`src/hw/timer8_pwm_map.vh`:
```
// register map, field positions, reset values and timing counts of the 8-bit pwm timer
// assumes it is included by bare name from the design file; definitions only
`ifndef TIMER8_PWM_MAP_VH
`define TIMER8_PWM_MAP_VH

// byte addresses of the register words
`define REG_CTRL_ADDR 5'h00
`define REG_COUNT_ADDR 5'h04
`define REG_COMPARE_ADDR 5'h08
`define REG_STATUS_ADDR 5'h0c
`define REG_PORT_ADDR 5'h10

// control word fields
`define CTRL_MODE_LSB 0
`define CTRL_ACTION_LSB 2
`define CTRL_CLKSEL_LSB 4
`define CTRL_RESET 8'h00

// status word fields, wrap and match flags clear on write of one
`define STAT_WRAP_BIT 0
`define STAT_MATCH_BIT 1
`define STAT_DIR_BIT 2
`define STAT_WAVE_BIT 3

// port word fields
`define PORT_DIR_BIT 0
`define PORT_DATA_BIT 1

// waveform modes
`define MODE_NORMAL 2'h0
`define MODE_PHASE 2'h1
`define MODE_CTC 2'h2
`define MODE_FAST 2'h3

// output actions
`define ACT_OFF 2'h0
`define ACT_TOGGLE 2'h1
`define ACT_NONINV 2'h2
`define ACT_INV 2'h3

// counter limits
`define CNT_BOTTOM 8'h00
`define CNT_MAX 8'hff
`define CNT_RESET 8'h00
`define COMPARE_RESET 8'h00

// prescaler taps: divide by 8, 64, 256, 1024 means all ones in the low bits
`define PRE_DIV8_MASK 10'h007
`define PRE_DIV64_MASK 10'h03f
`define PRE_DIV256_MASK 10'h0ff
`define PRE_DIV1024_MASK 10'h3ff

// bus answers
`define RESP_OKAY 2'h0
`define RESP_SLVERR 2'h2

`endif

```
`src/hw/timer8_pwm_waveform_gen.v`:
```
// 8-bit timer with fast pwm and phase correct pwm waveform generation, axi4-lite registers
// assumes one clock aclk, synchronous active-low reset, inputs synchronous to aclk
//
// The placing of the registers and the AXI4-Lite register port were decided locally.
`timescale 1ns/1ps
`default_nettype none
`include "timer8_pwm_map.vh"

module timer8_pwm_waveform_gen (
    input wire aclk,
    input wire aresetn,
    input wire [4:0] s_axi_awaddr,
    input wire s_axi_awvalid,
    output reg s_axi_awready,
    input wire [31:0] s_axi_wdata,
    input wire [3:0] s_axi_wstrb,
    input wire s_axi_wvalid,
    output reg s_axi_wready,
    output reg [1:0] s_axi_bresp,
    output reg s_axi_bvalid,
    input wire s_axi_bready,
    input wire [4:0] s_axi_araddr,
    input wire s_axi_arvalid,
    output reg s_axi_arready,
    output reg [31:0] s_axi_rdata,
    output reg [1:0] s_axi_rresp,
    output reg s_axi_rvalid,
    input wire s_axi_rready,
    output reg wave_pin_o,
    output reg wave_pin_oe
);

    // decode of the clock select into a tick enable from the prescaler
    function tick_from_sel;
        input [2:0] sel;
        input [9:0] pre;
        begin
            case (sel)
                // no prescaling, tick every clock
                3'h1: tick_from_sel = 1'b1;
                3'h2: tick_from_sel = ((pre & `PRE_DIV8_MASK) == `PRE_DIV8_MASK);
                3'h3: tick_from_sel = ((pre & `PRE_DIV64_MASK) == `PRE_DIV64_MASK);
                3'h4: tick_from_sel = ((pre & `PRE_DIV256_MASK) == `PRE_DIV256_MASK);
                3'h5: tick_from_sel = ((pre & `PRE_DIV1024_MASK) == `PRE_DIV1024_MASK);
                // stopped, external sources have no pin here
                default: tick_from_sel = 1'b0;
            endcase
        end
    endfunction

    // address decode: is the word address one of ours
    function addr_ok;
        input [4:0] a;
        begin
            addr_ok = (a[1:0] == 2'h0) && (a <= `REG_PORT_ADDR);
        end
    endfunction

    // control and state registers
    reg [1:0] mode_q; // waveform_mode_sel
    reg [1:0] action_q; // out_action_sel
    reg [2:0] clk_sel_q; // prescale choice
    reg [9:0] pre_q; // free running prescaler
    reg [7:0] count_q; // count_value
    reg [7:0] count_d;
    reg up_q; // counting direction, 1 = up
    reg up_d;
    reg [7:0] compare_buf_q; // software written compare_value
    reg [7:0] compare_q; // compare value used for matching
    reg wave_q; // wave_out register
    reg wave_d;
    reg wrap_flag_q; // sticky wrap_flag
    reg match_flag_q; // sticky match_flag
    reg block_q; // suppresses match on tick after count write
    reg pin_dir_q; // pin direction, 1 = output
    reg port_data_q; // normal port output level

    // bus write channel state
    reg aw_held_q; // write address captured
    reg w_held_q; // write data captured
    reg [4:0] aw_addr_q;
    reg [31:0] w_data_q;
    reg [3:0] w_strb_q;

    wire tick_enable; // prescaled timer tick, used as enable only
    wire do_write; // both halves of a write are present
    wire wr_lane0; // low byte enabled
    wire hit; // count equals the active compare value
    wire match; // hit that is honoured this tick
    wire at_max; // count at max
    wire at_bottom; // count at bottom
    wire top_special; // compare at top with high action bit
    wire [7:0] cnt_inc; // count plus one
    wire [7:0] cnt_dec; // count minus one
    wire wr_count; // software writes the count this cycle
    wire wr_status; // software writes status this cycle
    reg wrap_set; // hardware event for wrap flag
    reg compare_load; // copy buffered compare into active one

    assign tick_enable = tick_from_sel(clk_sel_q, pre_q);
    assign do_write = aw_held_q && w_held_q && !s_axi_bvalid;
    assign wr_lane0 = w_strb_q[0];
    assign wr_count = do_write && wr_lane0 && (aw_addr_q == `REG_COUNT_ADDR);
    assign wr_status = do_write && wr_lane0 && (aw_addr_q == `REG_STATUS_ADDR);
    assign at_max = (count_q == `CNT_MAX);
    assign at_bottom = (count_q == `CNT_BOTTOM);
    assign hit = (count_q == compare_q);
    assign cnt_inc = count_q + 8'h01;
    assign cnt_dec = count_q - 8'h01;
    assign top_special = action_q[1] && (compare_q == `CNT_MAX) &&
                         ((mode_q == `MODE_FAST) || (mode_q == `MODE_PHASE));
    assign match = tick_enable && hit && !block_q && !top_special;

    // prescaler runs freely so ticks stay evenly spaced
    always @(posedge aclk) begin
        if (!aresetn) begin
            pre_q <= 10'h000;
        end else begin
            pre_q <= pre_q + 10'h001;
        end
    end

    // next count, direction, output level and events
    always @* begin
        count_d = count_q;
        up_d = up_q;
        wave_d = wave_q;
        wrap_set = 1'b0;
        compare_load = 1'b0;
        if (tick_enable) begin
            case (mode_q)
                `MODE_FAST: begin
                    if (at_max) begin
                        count_d = `CNT_BOTTOM;
                        wrap_set = 1'b1;
                        compare_load = 1'b1;
                    end else begin
                        count_d = cnt_inc;
                    end
                    if (action_q == `ACT_TOGGLE) begin
                        if (match) begin
                            wave_d = ~wave_q;
                        end
                    end else if (action_q[1]) begin
                        // spike or constant, falls out of match then wrap order
                        if (at_max) begin
                            // set at wrap, clear at wrap
                            wave_d = ~action_q[0];
                        end else if (match) begin
                            // clear on match, set on match
                            wave_d = action_q[0];
                        end
                    end
                end
                `MODE_PHASE: begin
                    // dual slope, max held one tick, period 510
                    if (up_q) begin
                        if (at_max) begin
                            count_d = cnt_dec;
                            up_d = 1'b0;
                            compare_load = 1'b1;
                        end else begin
                            count_d = cnt_inc;
                        end
                    end else begin
                        if (at_bottom) begin
                            count_d = cnt_inc;
                            up_d = 1'b1;
                        end else begin
                            count_d = cnt_dec;
                        end
                    end
                    if (at_bottom) begin
                        wrap_set = 1'b1;
                    end
                    if (action_q[1]) begin
                        if (at_max) begin
                            // level at max from up match, missed match, at top
                            wave_d = top_special ? ~action_q[0] : action_q[0];
                        end else if (match) begin
                            // up clears, down sets; bottom counts as up
                            wave_d = (up_q || at_bottom) ? action_q[0] : ~action_q[0];
                        end
                    end
                end
                `MODE_CTC: begin
                    // compare value is the top
                    count_d = hit ? `CNT_BOTTOM : cnt_inc;
                    wrap_set = at_max;
                    if (match) begin
                        wave_d = (action_q == `ACT_TOGGLE) ? ~wave_q :
                                 (action_q == `ACT_OFF) ? wave_q : action_q[0];
                    end
                end
                default: begin
                    // normal mode, plain wrap
                    count_d = cnt_inc;
                    wrap_set = at_max;
                    if (match) begin
                        wave_d = (action_q == `ACT_TOGGLE) ? ~wave_q :
                                 (action_q == `ACT_OFF) ? wave_q : action_q[0];
                    end
                end
            endcase
        end
        if (wr_count) begin
            // software write overrides the counter
            count_d = w_data_q[7:0];
        end
    end

    // counter, direction, output and compare registers
    always @(posedge aclk) begin
        if (!aresetn) begin
            count_q <= `CNT_RESET;
            up_q <= 1'b1;
            wave_q <= 1'b0;
            compare_q <= `COMPARE_RESET;
            block_q <= 1'b0;
        end else begin
            count_q <= count_d;
            up_q <= up_d;
            wave_q <= wave_d;
            // match blocked on the tick after a count write
            if (wr_count) begin
                block_q <= 1'b1;
            end else if (tick_enable) begin
                block_q <= 1'b0;
            end
            // immediate in non-pwm modes, buffered in pwm modes
            if (!mode_q[0] || compare_load) begin
                compare_q <= compare_buf_q;
            end
        end
    end

    // sticky flags: a hardware set wins over a clear in the same cycle
    always @(posedge aclk) begin
        if (!aresetn) begin
            wrap_flag_q <= 1'b0;
            match_flag_q <= 1'b0;
        end else begin
            if (wrap_set) begin
                wrap_flag_q <= 1'b1;
            end else if (wr_status && w_data_q[`STAT_WRAP_BIT]) begin
                wrap_flag_q <= 1'b0;
            end
            if (match) begin
                match_flag_q <= 1'b1;
            end else if (wr_status && w_data_q[`STAT_MATCH_BIT]) begin
                match_flag_q <= 1'b0;
            end
        end
    end

    // pin drive: waveform overrides the port when an action is chosen
    always @(posedge aclk) begin
        if (!aresetn) begin
            wave_pin_o <= 1'b0;
            wave_pin_oe <= 1'b0;
        end else begin
            // action zero gives port, direction gates driver
            wave_pin_o <= (action_q == `ACT_OFF) ? port_data_q : wave_d;
            wave_pin_oe <= pin_dir_q;
        end
    end

    // configuration registers written by software
    always @(posedge aclk) begin
        if (!aresetn) begin
            mode_q <= 2'h0;
            action_q <= 2'h0;
            clk_sel_q <= 3'h0;
            compare_buf_q <= `COMPARE_RESET;
            pin_dir_q <= 1'b0;
            port_data_q <= 1'b0;
        end else if (do_write && wr_lane0) begin
            case (aw_addr_q)
                `REG_CTRL_ADDR: begin
                    mode_q <= w_data_q[`CTRL_MODE_LSB +: 2];
                    action_q <= w_data_q[`CTRL_ACTION_LSB +: 2];
                    clk_sel_q <= w_data_q[`CTRL_CLKSEL_LSB +: 3];
                end
                `REG_COMPARE_ADDR: begin
                    compare_buf_q <= w_data_q[7:0];
                end
                `REG_PORT_ADDR: begin
                    pin_dir_q <= w_data_q[`PORT_DIR_BIT];
                    port_data_q <= w_data_q[`PORT_DATA_BIT];
                end
                // other words carry no configuration
                default: begin
                end
            endcase
        end
    end

    // write channel: address and data taken in either order, answer after both
    always @(posedge aclk) begin
        if (!aresetn) begin
            aw_held_q <= 1'b0;
            w_held_q <= 1'b0;
            aw_addr_q <= 5'h00;
            w_data_q <= 32'h00000000;
            w_strb_q <= 4'h0;
            s_axi_awready <= 1'b0;
            s_axi_wready <= 1'b0;
            s_axi_bvalid <= 1'b0;
            s_axi_bresp <= `RESP_OKAY;
        end else begin
            // ready is a one-cycle pulse taking the offered item
            s_axi_awready <= s_axi_awvalid && !aw_held_q && !s_axi_awready;
            s_axi_wready <= s_axi_wvalid && !w_held_q && !s_axi_wready;
            if (s_axi_awvalid && s_axi_awready) begin
                aw_held_q <= 1'b1;
                aw_addr_q <= s_axi_awaddr;
            end
            if (s_axi_wvalid && s_axi_wready) begin
                w_held_q <= 1'b1;
                w_data_q <= s_axi_wdata;
                w_strb_q <= s_axi_wstrb;
            end
            if (do_write) begin
                // write is applied now, answer follows
                s_axi_bvalid <= 1'b1;
                s_axi_bresp <= addr_ok(aw_addr_q) ? `RESP_OKAY : `RESP_SLVERR;
                aw_held_q <= 1'b0;
                w_held_q <= 1'b0;
            end else if (s_axi_bvalid && s_axi_bready) begin
                s_axi_bvalid <= 1'b0;
            end
        end
    end

    // read channel: one read at a time, data sampled when the address is taken
    always @(posedge aclk) begin
        if (!aresetn) begin
            s_axi_arready <= 1'b0;
            s_axi_rvalid <= 1'b0;
            s_axi_rdata <= 32'h00000000;
            s_axi_rresp <= `RESP_OKAY;
        end else begin
            s_axi_arready <= s_axi_arvalid && !s_axi_rvalid && !s_axi_arready;
            if (s_axi_arvalid && s_axi_arready) begin
                s_axi_rvalid <= 1'b1;
                s_axi_rresp <= `RESP_OKAY;
                case (s_axi_araddr)
                    `REG_CTRL_ADDR: s_axi_rdata <= {25'h0000000, clk_sel_q, action_q, mode_q};
                    `REG_COUNT_ADDR: s_axi_rdata <= {24'h000000, count_q};
                    `REG_COMPARE_ADDR: s_axi_rdata <= {24'h000000, compare_buf_q};
                    `REG_STATUS_ADDR: s_axi_rdata <= {28'h0000000, wave_q, up_q, match_flag_q, wrap_flag_q};
                    `REG_PORT_ADDR: s_axi_rdata <= {30'h00000000, port_data_q, pin_dir_q};
                    // unmapped word reads zero with an error answer
                    default: begin
                        s_axi_rdata <= 32'h00000000;
                        s_axi_rresp <= `RESP_SLVERR;
                    end
                endcase
            end else if (s_axi_rvalid && s_axi_rready) begin
                s_axi_rvalid <= 1'b0;
            end
        end
    end

endmodule // timer8_pwm_waveform_gen

`default_nettype wire

```
`config.mk`:
```
export PLATFORM = sky130hd
export DESIGN_NAME = timer8_pwm_waveform_gen
export DESIGN_NICKNAME = d
export VERILOG_FILES = /design/src/hw/timer8_pwm_waveform_gen.v
export VERILOG_INCLUDE_DIRS = /design/src /design/src/hw
export SDC_FILE = /design/constraint.sdc
export NUM_CORES = 1
export LEC_CHECK = 0
export ABC_AREA = 1
export ABC_CLOCK_PERIOD_IN_PS = 1600
export BUFFER_PORTS_ARGS = -buffer_cell sky130_fd_sc_hd__buf_2
export CAP_MARGIN = 20
export CORE_AREA = 3 3 97 99
export CTS_CLUSTER_SIZE = 16
export DETAILED_ROUTE_END_ITERATION = 8
export DIE_AREA = 0 0 100 102
export GPL_TIMING_DRIVEN = 1
export PLACE_DENSITY = 0.78
export SYNTH_ARGS = -nofsm -noshare
export SYNTH_HDL_FRONTEND = slang
export SYNTH_SLANG_ARGS = --single-unit
export TNS_END_PERCENT = 5
```
`constraint.sdc`:
```
create_clock -name aclk -period 1.6 [get_ports aclk]
set_input_delay 0.16 -clock aclk [delete_from_list [all_inputs] [get_ports aclk]]
set_output_delay 0.16 -clock aclk [all_outputs]
set_load 0.03 [all_outputs]
```
* Word-level counts from Yosys, hierarchy flattened *
Index checks and enable logic that the tools add are counted.

word-level totals
  bits in registers = 107
  output and inout port bits = 43
  word-level logic and storage cells = 160

cells by class
  add/subtract/negate cells = 3
  $lt $le $gt $ge = 1
  equality and inequality tests = 24
  multiplexer cells = 47
  bitwise gates (word level) = 3
  reduce and logical (&&, ||, !) cells = 53

operator list
  kind                                                                count
  8-bit 2-to-1 mux                                                    7
  8-bit case mux with 5 select lines                                  1
  1-bit 2-to-1 mux                                                    32
  8-bit == test, second input constant                                3
  1-bit logical AND                                                   24
  8-bit case mux with 3 select lines                                  1
  5-bit by 4-bit == test with 1-bit output, second input constant     4
  10-bit by 1-bit adder with 10-bit output, second input constant     1
  10-bit == test, second input constant                               1
  5-bit by 3-bit == test with 1-bit output, second input constant     2
  5-bit == test, second input constant                                2
  1-bit zero test                                                     10
  5-bit zero test                                                     2
  2-bit nonzero test                                                  5
  3-bit == test, second input constant                                3
  8-bit by 1-bit adder with 8-bit output, second input constant       1
  8-bit == test                                                       1
  8-bit zero test                                                     1
  2-bit AND reduction                                                 4
  8-bit by 1-bit subtractor with 8-bit output, second input constant  1
  3-bit by 2-bit == test with 1-bit output, second input constant     2
  6-bit == test, second input constant                                1
  1-bit case mux with 2 select lines                                  3
  5-bit less-or-equal comparator, second input constant               1
  other kinds (10)                                                    18

* Longest topological paths before layout *
Gate-level depths: netlist of the first run.

  word-level depth = 12
  mapped depth = 16
  gate-level depth less buffers = 16

* Worst setup path after synthesis of the first run *
Ideal clock, no wire load.

  path type = flip-flop to flip-flop
  from = register pre_q[0]
  to = register count_q[7]
  library setup time = 0.121 ns
  arrival time = 1.610 ns
  required time = 1.479 ns
  slack = -0.132 ns
  stages on the path, launching flop included = 13
  clock period less this slack = 1.732 ns
  cell sequence = dfxtp_1 ha_1 ha_1 nand2_1 nand2_1 nand2_1 o21ai_2 nand2_2 inv_2 nor2_1 inv_1 o21ai_0 a21oi_1

on the way
  longest elaborated chain between the ends = 3

ends and longest elaborated chain
  element                                                        line                           text
  start, declared                                                timer8_pwm_waveform_gen.v:63   reg [9:0] pre_q;
  start signal, assigned                                         timer8_pwm_waveform_gen.v:119  pre_q <= pre_q + 10'h001;
  10-bit == test (no source line), or another cell as far along  n/a
  1-bit case mux with 5 select lines (*)                         timer8_pwm_waveform_gen.v:38   case (sel)
  2-bit nonzero test (no source line) (*)                        n/a
  end signal, assigned                                           timer8_pwm_waveform_gen.v:215  count_q <= `CNT_RESET;
  end signal, assigned                                           timer8_pwm_waveform_gen.v:221  count_q <= count_d;
  end, declared                                                  timer8_pwm_waveform_gen.v:64   reg [7:0] count_q;

Mark *: on every way between the ends. The rest lies on a longest branch, timed or not.
A chain may end at the register's enable or synchronous reset.

* Worst setup path in the final report of the first run *
  from = register count_q[0]
  to = register count_q[7]

on the way
  longest elaborated chain between the ends = 6

ends and longest elaborated chain
  element                                                                    line                                                          text
  8-bit by 1-bit subtractor with 8-bit output, or another cell as far along  timer8_pwm_waveform_gen.v:109                                 assign cnt_dec = count_q - 8'h01;
  8-bit 2-to-1 mux, on equally long branches                                 timer8_pwm_waveform_gen.v:166, timer8_pwm_waveform_gen.v:158
  8-bit 2-to-1 mux                                                           timer8_pwm_waveform_gen.v:157                                 if (up_q) begin
  8-bit case mux with 3 select lines (*)                                     timer8_pwm_waveform_gen.v:131                                 case (mode_q)
  8-bit 2-to-1 mux (*)                                                       timer8_pwm_waveform_gen.v:130                                 if (tick_enable) begin
  8-bit 2-to-1 mux (*)                                                       timer8_pwm_waveform_gen.v:206                                 if (wr_count) begin

Mark *: on every way between the ends. The rest lies on a longest branch, timed or not. The select of a mux whose other input is x is not followed.

==> results of run 1 <==
-- logic make-up after synthesis --
kind of cell	count (synthesis)
DFF	81
and+or+nand+nor	205
adders and majority gates	5
xor gates and xnor gates	13
AOI/OAI and AO/OA	173
buffers and inverters	129
other	1
-- routing by layer --
metal  vias to the layer above  track usage  wire (um)
met4                         0       0.1026        393
met1                      2004       0.3021       5081
met2                       169       0.3971       5950
li1                       2203            -          -
met3                        35      0.03823        761
met5                         -            0          0
-- worst reg2reg max path: stages, from the launching register on --
cell     delay (ns)
dfxtp_2        0.34
inv_2          0.10
buf_12         0.11
buf_12         0.09
nand3_1        0.10
nor2_1         0.17
nand3_1        0.11
xor2_1         0.20
nand2_1        0.10
o21ai_1        0.10
nand2_1        0.08
o21ai_0        0.08
o22ai_1        0.09
a21oi_1        0.15
-- final timing paths --
kind / endpoint / start / cells after the start
min: s_axi_arready / s_axi_arvalid / 3
max: count_q[7] / count_q[0] / 13
min reg2reg: s_axi_awready / aw_held_q / 1
max reg2reg: count_q[7] / count_q[0] / 13
-- power by group through the flow --
stage	registers, W	clock network, W	logic, W
2_1_floorplan	0.00213	0	0.000246
3_3_place_gp	0.00212	0	0.000309
3_5_place_dp	0.00212	0	0.000316
4_1_cts	0.00207	0.00142	0.000322
5_1_grt	0.00208	0.00150	0.000368
6_report	0.00207	0.00139	0.000335
-- state kept, by name (all words and copies together) (netlist names), 2 cells and up --
name,cells
w_data_q,8
pre_q,10
s_axi_rdata,8
compare_buf_q,8
clk_sel_q,3
compare_q,8
count_q,8
mode_q,2
aw_addr_q,5
action_q,2
-- layout make-up --
type	instances	area share
clock buffers	10	0.02288
clock inverters	6	0.008973
inverters	89	0.06124
multi-input cells	422	0.4213
flip-flops and latches	81	0.2941
well taps	108	0.02423
repair buffers	131	0.1673
-- cells in the mapped netlist, types with 6 or more instances --
| cell type | number | area share |
|---|---|---|
| a21oi_1 | 68 | 0.081 |
| buf_4 | 26 | 0.046 |
| clkbuf_1 | 12 | 0.011 |
| dfxtp_1 | 81 | 0.38 |
| inv_1 | 79 | 0.070 |
| inv_2 | 10 | 0.0089 |
| nand2_1 | 106 | 0.094 |
| nand2_2 | 7 | 0.010 |
| nand3_1 | 22 | 0.026 |
| nor2_1 | 48 | 0.043 |
| nor3_1 | 9 | 0.011 |
| o21ai_0 | 71 | 0.084 |
| o21ai_1 | 7 | 0.0083 |
| o22ai_1 | 10 | 0.015 |
| xnor2_1 | 6 | 0.012 |
| xor2_1 | 7 | 0.015 |
-- stage by stage --
step	cells	total power (W)
6_report	847	0.003795
3_5_place_dp	824	0.002436
3_3_place_gp	824	0.002427
2_1_floorplan	632	0.002377
5_1_grt	847	0.003941
4_1_cts	843	0.003813
-- repair_timing --
action,CTS,global route
buffers inserted,3,3
endpoints found under the hold margin,0,0
endpoints found under the setup margin,35,41
pin swaps,13,24
gates resized for setup,30,69
gates cloned,0,1
==> flow_metrics.py, run 1 <==
metrics = {
    "run_status": {
        "status": "complete, but fails checks",
        "violations": "setup timing",
    },
    "die": {
        "core_sq_um": 8636,
        "die-area_sq_um": 10200,
        "rows": 34,
        "dieHeight_um": 102,
        "die_width_um": 100,
        "initial_core_util": 0.4883,
        "ios": 96,
    },
    "cells_and_area": {
        "syn_to_final_growth_pct": 32.28,
        "final_cell_mix": "nand2_1 (96), buf_4 (79), inv_1 (75)",
        "layout.nets": 792,
        "drive_gt1_frac": 0.3126,
        "num-fill-cells": 733,
        "design_area_sq_um": 5578,
        "fin_util": 0.6459,
        "multiInputGateArea_sq_um": 2350,
        "antenna-diode-count": 0,
        "seq_area_sq_um": 1640,
        "final_common_cell": "nand2_1",
    },
    "cts": {
        "numCtsBuffers": 9,
        "root_buffer": "clkbuf_8",
        "cts.sinks": 81,
        "cts_hold_buf": 0,
        "cts_tree": "done",
        "htree_levels": 3,
        "clk-insertion-delay-late_ns": 0.36,
        "cts_buffer_depth": 2,
        "clk_pin_slew_worst_paths_ns": 0.09,
    },
    "grt": {
        "grt_util_all_layers": 0.2365,
        "grt_max_degree": 34,
        "grt_pass1_vias": 4085,
        "grt.overflow.total": 0,
        "antenna_found_initial": 0,
        "grt_pass1_wl_um": 19320,
    },
    "timing": {
        "worst_slack_ns": -0.3095,
        "finalCritPeriodShare": 1.193,
        "rsz0062_at_grt": "true",
        "fin_crit_ns": 1.909,
        "hold_ws_ns": 0.02222,
        "worst_pin_slew_ns": 0.5161,
        "setup_viol": 20,
        "fin_setup_tns_ns": -3.633,
        "hold_violations": 0,
        "clock.fmax_mhz": 523.7,
        "drv_slew": 0,
        "fin_worst_skew_ns": 0.007599,
        "slew_headroom": 0.6551,
    },
    "detailed_routing": {
        "via_count": 4411,
        "drt-total-wl_um": 12190,
        "drtPass1Iterations": 6,
        "via_per_inst": 5.208,
        "wl_per_cell_um": 14.39,
        "drtIter0Drc": 317,
        "ant_nets": 0,
        "drc": 0,
    },
    "setup_path": {
        "path_class": "reg2reg",
        "path_max_fanout": 3,
        "crit_path_end_kind": "register",
        "crit_arrival_ns": 2.18,
        "max_stage_delay_ns": 0.34,
        "path_cells": "inv_2 > buf_12 > buf_12 > nand3_1 > nor2_1 > nand3_1 > xor2_1 > nand2_1 > o21ai_1 > nand2_1 > o21ai_0 > o22ai_1 > a21oi_1",
        "path_delay_family": "simple AND/OR/NAND/NOR gates",
        "reg2reg_slack_ns": -0.31,
        "slowest_stage": "dfxtp_2",
        "startpoint_type": "register",
        "cp_data_required_time_ns": 1.88,
        "timing.critical_path.buf_inv": 3,
    },
    "job": {
        "drv_cap": 0,
    },
    "power_and_ir_drop": {
        "power_density_nw_per_um2": 680.3,
        "p_switching_w": 0.001067,
        "pwr-share-seq": 0.546,
        "peakVddDrop_uv": 630.9,
        "clock_power_share": 0.365,
        "intPower_w": 0.002728,
        "switching_share": 0.2812,
        "power_frac_comb": 0.088,
        "leakage_nw": 2.470,
    },
    "placed_design": {
        "place.gp.congestion": 0.9656,
        "dpl.hpwl_um": 8976,
        "dp_slack_ns": -0.2613,
        "dpl_cell_area_sq_um": 5059,
        "io_buffers": 42,
    },
    "logic_synthesis": {
        "synthXorXnorAreaFrac": 0.02700,
        "yosys.cell_types.count": 38,
        "synth_top_family_by_area": "compound AO/OA/AOI/OAI gates",
        "synth_edf_count": 0,
        "synth-adder-area-share": 0.01484,
        "synth_compound_area_frac": 0.2223,
        "syn_area_per_cell_sq_um": 6.947,
        "synth_flop_cell": "dfxtp_1",
        "synth-warning-count": 0,
        "synthMuxAreaShare": 0,
        "syn_inst": 607,
        "synth_seq_cells": 81,
        "async_reset_ff_frac": 0,
        "syn-cell-area_sq_um": 4217,
        "synth-seq-area-share": 0.3846,
        "synth-simple-area-share": 0.2119,
    },
    "worst_hold_path": {
        "hp-class": "in2reg",
    },
}
No activity file was read; power rests on OpenSTA's default activity.
==> run 2, diff against run 1 <==
--- a/config.mk
+++ b/config.mk
@@ -10,10 +10,10 @@
 export ABC_CLOCK_PERIOD_IN_PS = 1600
 export BUFFER_PORTS_ARGS = -buffer_cell sky130_fd_sc_hd__buf_2
 export CAP_MARGIN = 20
-export CORE_AREA = 3 3 97 99
+export CORE_AREA = 2 2 96 98
 export CTS_CLUSTER_SIZE = 16
 export DETAILED_ROUTE_END_ITERATION = 8
-export DIE_AREA = 0 0 100 102
+export DIE_AREA = 0 0 98 100
 export GPL_TIMING_DRIVEN = 1
 export PLACE_DENSITY = 0.78
 export SYNTH_ARGS = -nofsm -noshare
==> flow_metrics.py, run 2 (synthesized netlist as in run 1, its figures left out) <==
metrics = {
    "cells_and_area": {
        "fin_cells": 861,
        "regMostFlops": "pre_q",
        "design_area_sq_um": 5849,
        "drive_gt1_frac": 0.3480,
        "final_cell_mix": "nand2_1 (93), buf_4 (92), inv_1 (73)",
        "antenna-diode-count": 0,
        "largest_reg_flops": 10,
        "final_common_cell": "nand2_1",
        "layout.nets": 803,
        "syn_to_final_growth_pct": 38.72,
    },
    "detailed_routing": {
        "via_count": 4565,
        "ant_nets": 0,
        "wl_per_cell_um": 15.34,
        "via_per_inst": 5.302,
        "drc": 0,
        "drtPass1Iterations": 5,
        "drt-total-wl_um": 13210,
        "drtIter0Drc": 289,
    },
    "grt": {
        "grt_util_all_layers": 0.2566,
        "grt_pass1_vias": 4311,
        "grt.overflow.total": 0,
        "grt_max_degree": 39,
        "antenna_found_initial": 0,
        "grt_pass1_wl_um": 20040,
    },
    "setup_path": {
        "max_stage_delay_ns": 0.36,
        "crit_path_end_kind": "register",
        "rr_endpoint": "wave_pin_o",
        "slowest_stage": "dfxtp_2",
        "cpMostUsedCell": "nand3_2",
        "startpoint_type": "register",
        "path_class": "reg2reg",
        "reg2reg_slack_ns": -0.29,
        "worst-r2r-cell-count": 15,
        "path_cells": "ha_4 > nand3_4 > o21bai_1 > nand2_1 > nand2_2 > nand2_4 > inv_6 > nand2_4 > nand2_4 > nand3_2 > nand3_2 > nand3_2 > nand3_2 > nand2_2 > a21oi_2",
        "r2r-start": "pre_q[0]",
        "crit_arrival_ns": 2.20,
        "path_max_fanout": 6,
        "cp_data_required_time_ns": 1.91,
    },
    "worst_hold_path": {
        "min_from": "s_axi_arvalid",
        "hp-class": "in2reg",
        "hold_depth": 3,
        "min_to": "s_axi_arready",
    },
    "die": {
        "die-area_sq_um": 9800,
        "dieHeight_um": 100,
        "die_width_um": 98,
        "rows": 35,
        "ios": 96,
        "initial_core_util": 0.4743,
        "core_sq_um": 8890,
    },
    "cts": {
        "root_buffer": "clkbuf_8",
        "cts_tree": "done",
        "htree_levels": 3,
        "clk_pin_slew_worst_paths_ns": 0.09,
        "clk-insertion-delay-late_ns": 0.36,
        "cts.sinks": 81,
        "numCtsBuffers": 9,
        "cts_buffer_depth": 2,
    },
    "job": {
        "drv_cap": 0,
    },
    "timing": {
        "drv_slew": 0,
        "hold_violations": 0,
        "setup_viol": 26,
        "finalCritPeriodShare": 1.183,
        "clock.fmax_mhz": 528.2,
        "fin_crit_ns": 1.893,
        "slew_headroom": 0.6245,
        "worst_slack_ns": -0.2933,
        "hold_ws_ns": 0.02372,
        "fin_worst_skew_ns": 0.01174,
        "worst_pin_slew_ns": 0.5620,
        "rsz0062_at_grt": "true",
    },
    "power_and_ir_drop": {
        "finalPower_w": 0.004280,
        "leakage_nw": 2.600,
        "power_density_nw_per_um2": 731.8,
        "peakVddDrop_uv": 658.7,
    },
    "placed_design": {
        "dp_cells": 829,
        "io_buffers": 42,
        "place.gp.congestion": 0.9307,
        "dpl_cell_area_sq_um": 5065,
        "dpl.hpwl_um": 9307,
        "dp_slack_ns": -0.2495,
    },
    "run_status": {
        "violations": "setup timing",
        "status": "complete, but fails checks",
    },
}
-- run 2: what timing repair did --
action	in CTS	in global routing
pin swaps	16	33
endpoints found under the hold margin	0	0
cloned	1	0
resized for setup	33	93
endpoints found under the setup margin	31	41
buffers inserted	9	8
hold buffers	0	0
-- run 2: layout make-up --
cell class	count	area [sq um]
Fill cell	722	3040
Clock inverter	7	125.1
Inverter	89	346.6
Tap cell	111	138.9
Clock buffer	9	123.9
Sequential cell	81	1649
Timing Repair Buffer	142	991.0
Multi-Input combinational cell	422	2475
-- run 2: layer usage --
metal	GRT usage	vias up	wire (um)
met4	0.1357	0	557
met2	0.4426	175	6622
met3	0.04596	43	758
li1	-	2222	-
met1	0.3057	2125	5266
met5	0	-	0
-- run 2: how the worst max path moves through the flow --
stage | to | cells after the start | from | slack [ns]
global route | wave_pin_o | 16 | count_q[1] | -0.40
CTS | count_q[6] | 13 | count_q[1] | -0.20
finish | wave_pin_o | 15 | pre_q[0] | -0.29
detailed placement | wave_pin_o | 15 | pre_q[1] | -0.25
floorplan | wave_pin_o | 15 | pre_q[1] | -0.03
global placement | count_q[4] | 12 | count_q[0] | -0.21
-- run 2: report_power, final --
group          internal (W)  switching [W]
clock network       0.00105       0.000808
logic              0.000103       0.000247
registers           0.00204      0.0000264
-- run 2: critical path, delay by kind of cell, from the launching register on --
family	cells	cell delay (ns)
flops	1	0.36
fa+ha+maj	1	0.17
buf+inv	1	0.10
compound gates	2	0.28
simple gates	11	0.91
-- run 2: per-stage QoR --
step / TNS [ns] / util
global placement: -3.178 / 0.5697
CTS: -3.143 / 0.6167
floorplan: -0.1499 / -
global route: -6.879 / 0.6580
finish: -3.712 / 0.6580
detailed placement: -3.888 / 0.5697
==> run 3, diff against run 2 <==
--- a/config.mk
+++ b/config.mk
@@ -15,7 +15,7 @@
 export DETAILED_ROUTE_END_ITERATION = 8
 export DIE_AREA = 0 0 98 100
 export GPL_TIMING_DRIVEN = 1
-export PLACE_DENSITY = 0.78
+export PLACE_DENSITY = 0.76
 export SYNTH_ARGS = -nofsm -noshare
 export SYNTH_HDL_FRONTEND = slang
 export SYNTH_SLANG_ARGS = --single-unit
==> flow_metrics.py, run 3 (synthesized netlist as in run 1, its figures left out) <==
metrics = {
    "detailed_routing": {
        "drt-total-wl_um": 11880,
        "drtPass1Iterations": 6,
        "via_count": 4397,
        "drtIter0Drc": 299,
        "drc": 0,
        "wl_per_cell_um": 14.13,
        "ant_nets": 0,
        "via_per_inst": 5.228,
    },
    "die": {
        "core_sq_um": 8890,
        "die_width_um": 98,
        "ios": 96,
        "rows": 35,
        "initial_core_util": 0.4743,
        "dieHeight_um": 100,
        "die-area_sq_um": 9800,
    },
    "cts": {
        "cts_tree": "done",
        "htree_levels": 3,
        "cts_buffer_depth": 2,
        "numCtsBuffers": 9,
        "root_buffer": "clkbuf_8",
        "clk_pin_slew_worst_paths_ns": 0.09,
        "clk-insertion-delay-late_ns": 0.36,
        "cts.sinks": 81,
    },
    "timing": {
        "worst_slack_ns": -0.2581,
        "fin_worst_skew_ns": 0.01676,
        "rsz0062_at_grt": "true",
        "setup_viol": 20,
        "finalCritPeriodShare": 1.161,
        "drv_slew": 0,
        "hold_violations": 0,
        "fin_setup_tns_ns": -3.807,
        "worst_pin_slew_ns": 0.5324,
        "clock.fmax_mhz": 538.2,
        "fin_crit_ns": 1.858,
        "slew_headroom": 0.6442,
        "hold_ws_ns": 0.03127,
    },
    "run_status": {
        "violations": "setup timing",
        "status": "complete, but fails checks",
    },
    "cells_and_area": {
        "layout.nets": 783,
        "drive_gt1_frac": 0.3000,
        "antenna-diode-count": 0,
        "final_common_cell": "nand2_1",
        "final_cell_mix": "nand2_1 (98), inv_1 (76), buf_4 (75)",
        "regMostFlops": "pre_q",
        "design_area_sq_um": 5520,
        "num-fill-cells": 771,
        "largest_reg_flops": 10,
        "syn_to_final_growth_pct": 30.92,
    },
    "power_and_ir_drop": {
        "p_switching_w": 0.001073,
        "switching_share": 0.2605,
        "leakage_nw": 2.456,
        "power_density_nw_per_um2": 746.2,
        "finalPower_w": 0.004119,
        "power_frac_comb": 0.082,
        "clock_power_share": 0.415,
        "pwr-share-seq": 0.504,
        "peakVddDrop_uv": 864.6,
        "intPower_w": 0.003046,
    },
    "setup_path": {
        "cpMostUsedCell": "inv_2",
        "timing.critical_path.buf_inv": 3,
        "crit_path_end_kind": "register",
        "path_delay_family": "compound AO/OA/AOI/OAI gates",
        "crit_arrival_ns": 2.09,
        "slowest_stage": "dfxtp_4",
        "max_stage_delay_ns": 0.38,
        "path_cells": "ha_2 > nand2_1 > inv_2 > nand3_4 > nor2_4 > inv_2 > o21ai_4 > inv_2 > o21ai_1 > o2111ai_2 > nand2_1 > a21oi_1",
        "startpoint_type": "register",
        "path_max_fanout": 5,
        "path_class": "reg2reg",
        "cp_data_required_time_ns": 1.83,
    },
    "grt": {
        "grt_max_degree": 40,
        "grt_pass1_vias": 4043,
        "grt.overflow.total": 0,
        "grt_pass1_wl_um": 18840,
        "antenna_found_initial": 0,
        "grt_util_all_layers": 0.2375,
    },
    "placed_design": {
        "dp_slack_ns": -0.2626,
        "dpl.hpwl_um": 8713,
        "place.gp.congestion": 1.007,
        "io_buffers": 42,
        "dpl_cell_area_sq_um": 4980,
    },
    "job": {
        "drv_cap": 0,
    },
    "worst_hold_path": {
        "hp-class": "in2reg",
    },
}
[run 3: changes by cell type in the layout (fill, tap and decap cells not counted), sizes merged]
cell      before  now
bufinv         3    2
clkinvlp       0    1
inv           91   92
buf          142  122
clkinv         2    1
[run 3: worst paths after layout]
path                start             to  slack [ns]  cells past startpoint
max            count_q[0]     count_q[4]       -0.26                     12
min          s_axi_wvalid   s_axi_wready        0.03                      3
max reg2reg    count_q[0]     count_q[4]       -0.26                     12
min reg2reg     aw_held_q  s_axi_awready        0.43                      1
[run 3: what timing repair did]
action | CTS | global route
hold buffers | 0 | 0
resized for setup | 38 | 48
setup endpoints to repair | 25 | 41
buffers inserted | 4 | 5
pin swaps | 13 | 11
[run 3: per-layer routing]
| metal | GRT usage | vias up | wire length [um] |
|---|---|---|---|
| li1 | - | 2177 | - |
| met1 | 0.2973 | 2020 | 4922 |
| met2 | 0.4089 | 169 | 5826 |
| met3 | 0.02716 | 31 | 765 |
| met4 | 0.1154 | 0 | 369 |
| met5 | 0 | - | 0 |
[run 3: tightest hold or removal path, cell delays in order]
cell and delay [ns]:
buf_2 0.10, nand2_1 0.05, nor3_1 0.03
[run 3: final cells by class]
type                    instances  area, sq um  area share
clock buffers                   9        123.9     0.02244
clock inverters                 7        101.3     0.01836
inverters                      89        341.6     0.06188
multi-input cells             422         2338      0.4236
flip-flops and latches         81         1638      0.2967
well taps                     111        138.9     0.02516
repair buffers                122        838.3      0.1519
[run 3: power by group through the flow]
| stage | registers (W) | logic (W) | clock network (W) |
|---|---|---|---|
| floorplan | 0.00213 | 0.000246 | 0 |
| global placement | 0.00212 | 0.000304 | 0 |
| detailed placement | 0.00212 | 0.000312 | 0 |
| CTS | 0.00207 | 0.000318 | 0.00173 |
| global route | 0.00208 | 0.000375 | 0.00180 |
| finish | 0.00207 | 0.000337 | 0.00171 |
[run 3: per-stage QoR]
stage / instances / util
2_1_floorplan: 632 / -
3_3_place_gp: 816 / 0.5602
3_5_place_dp: 816 / 0.5602
4_1_cts: 836 / 0.5993
5_1_grt: 841 / 0.6210
6_report: 841 / 0.6210
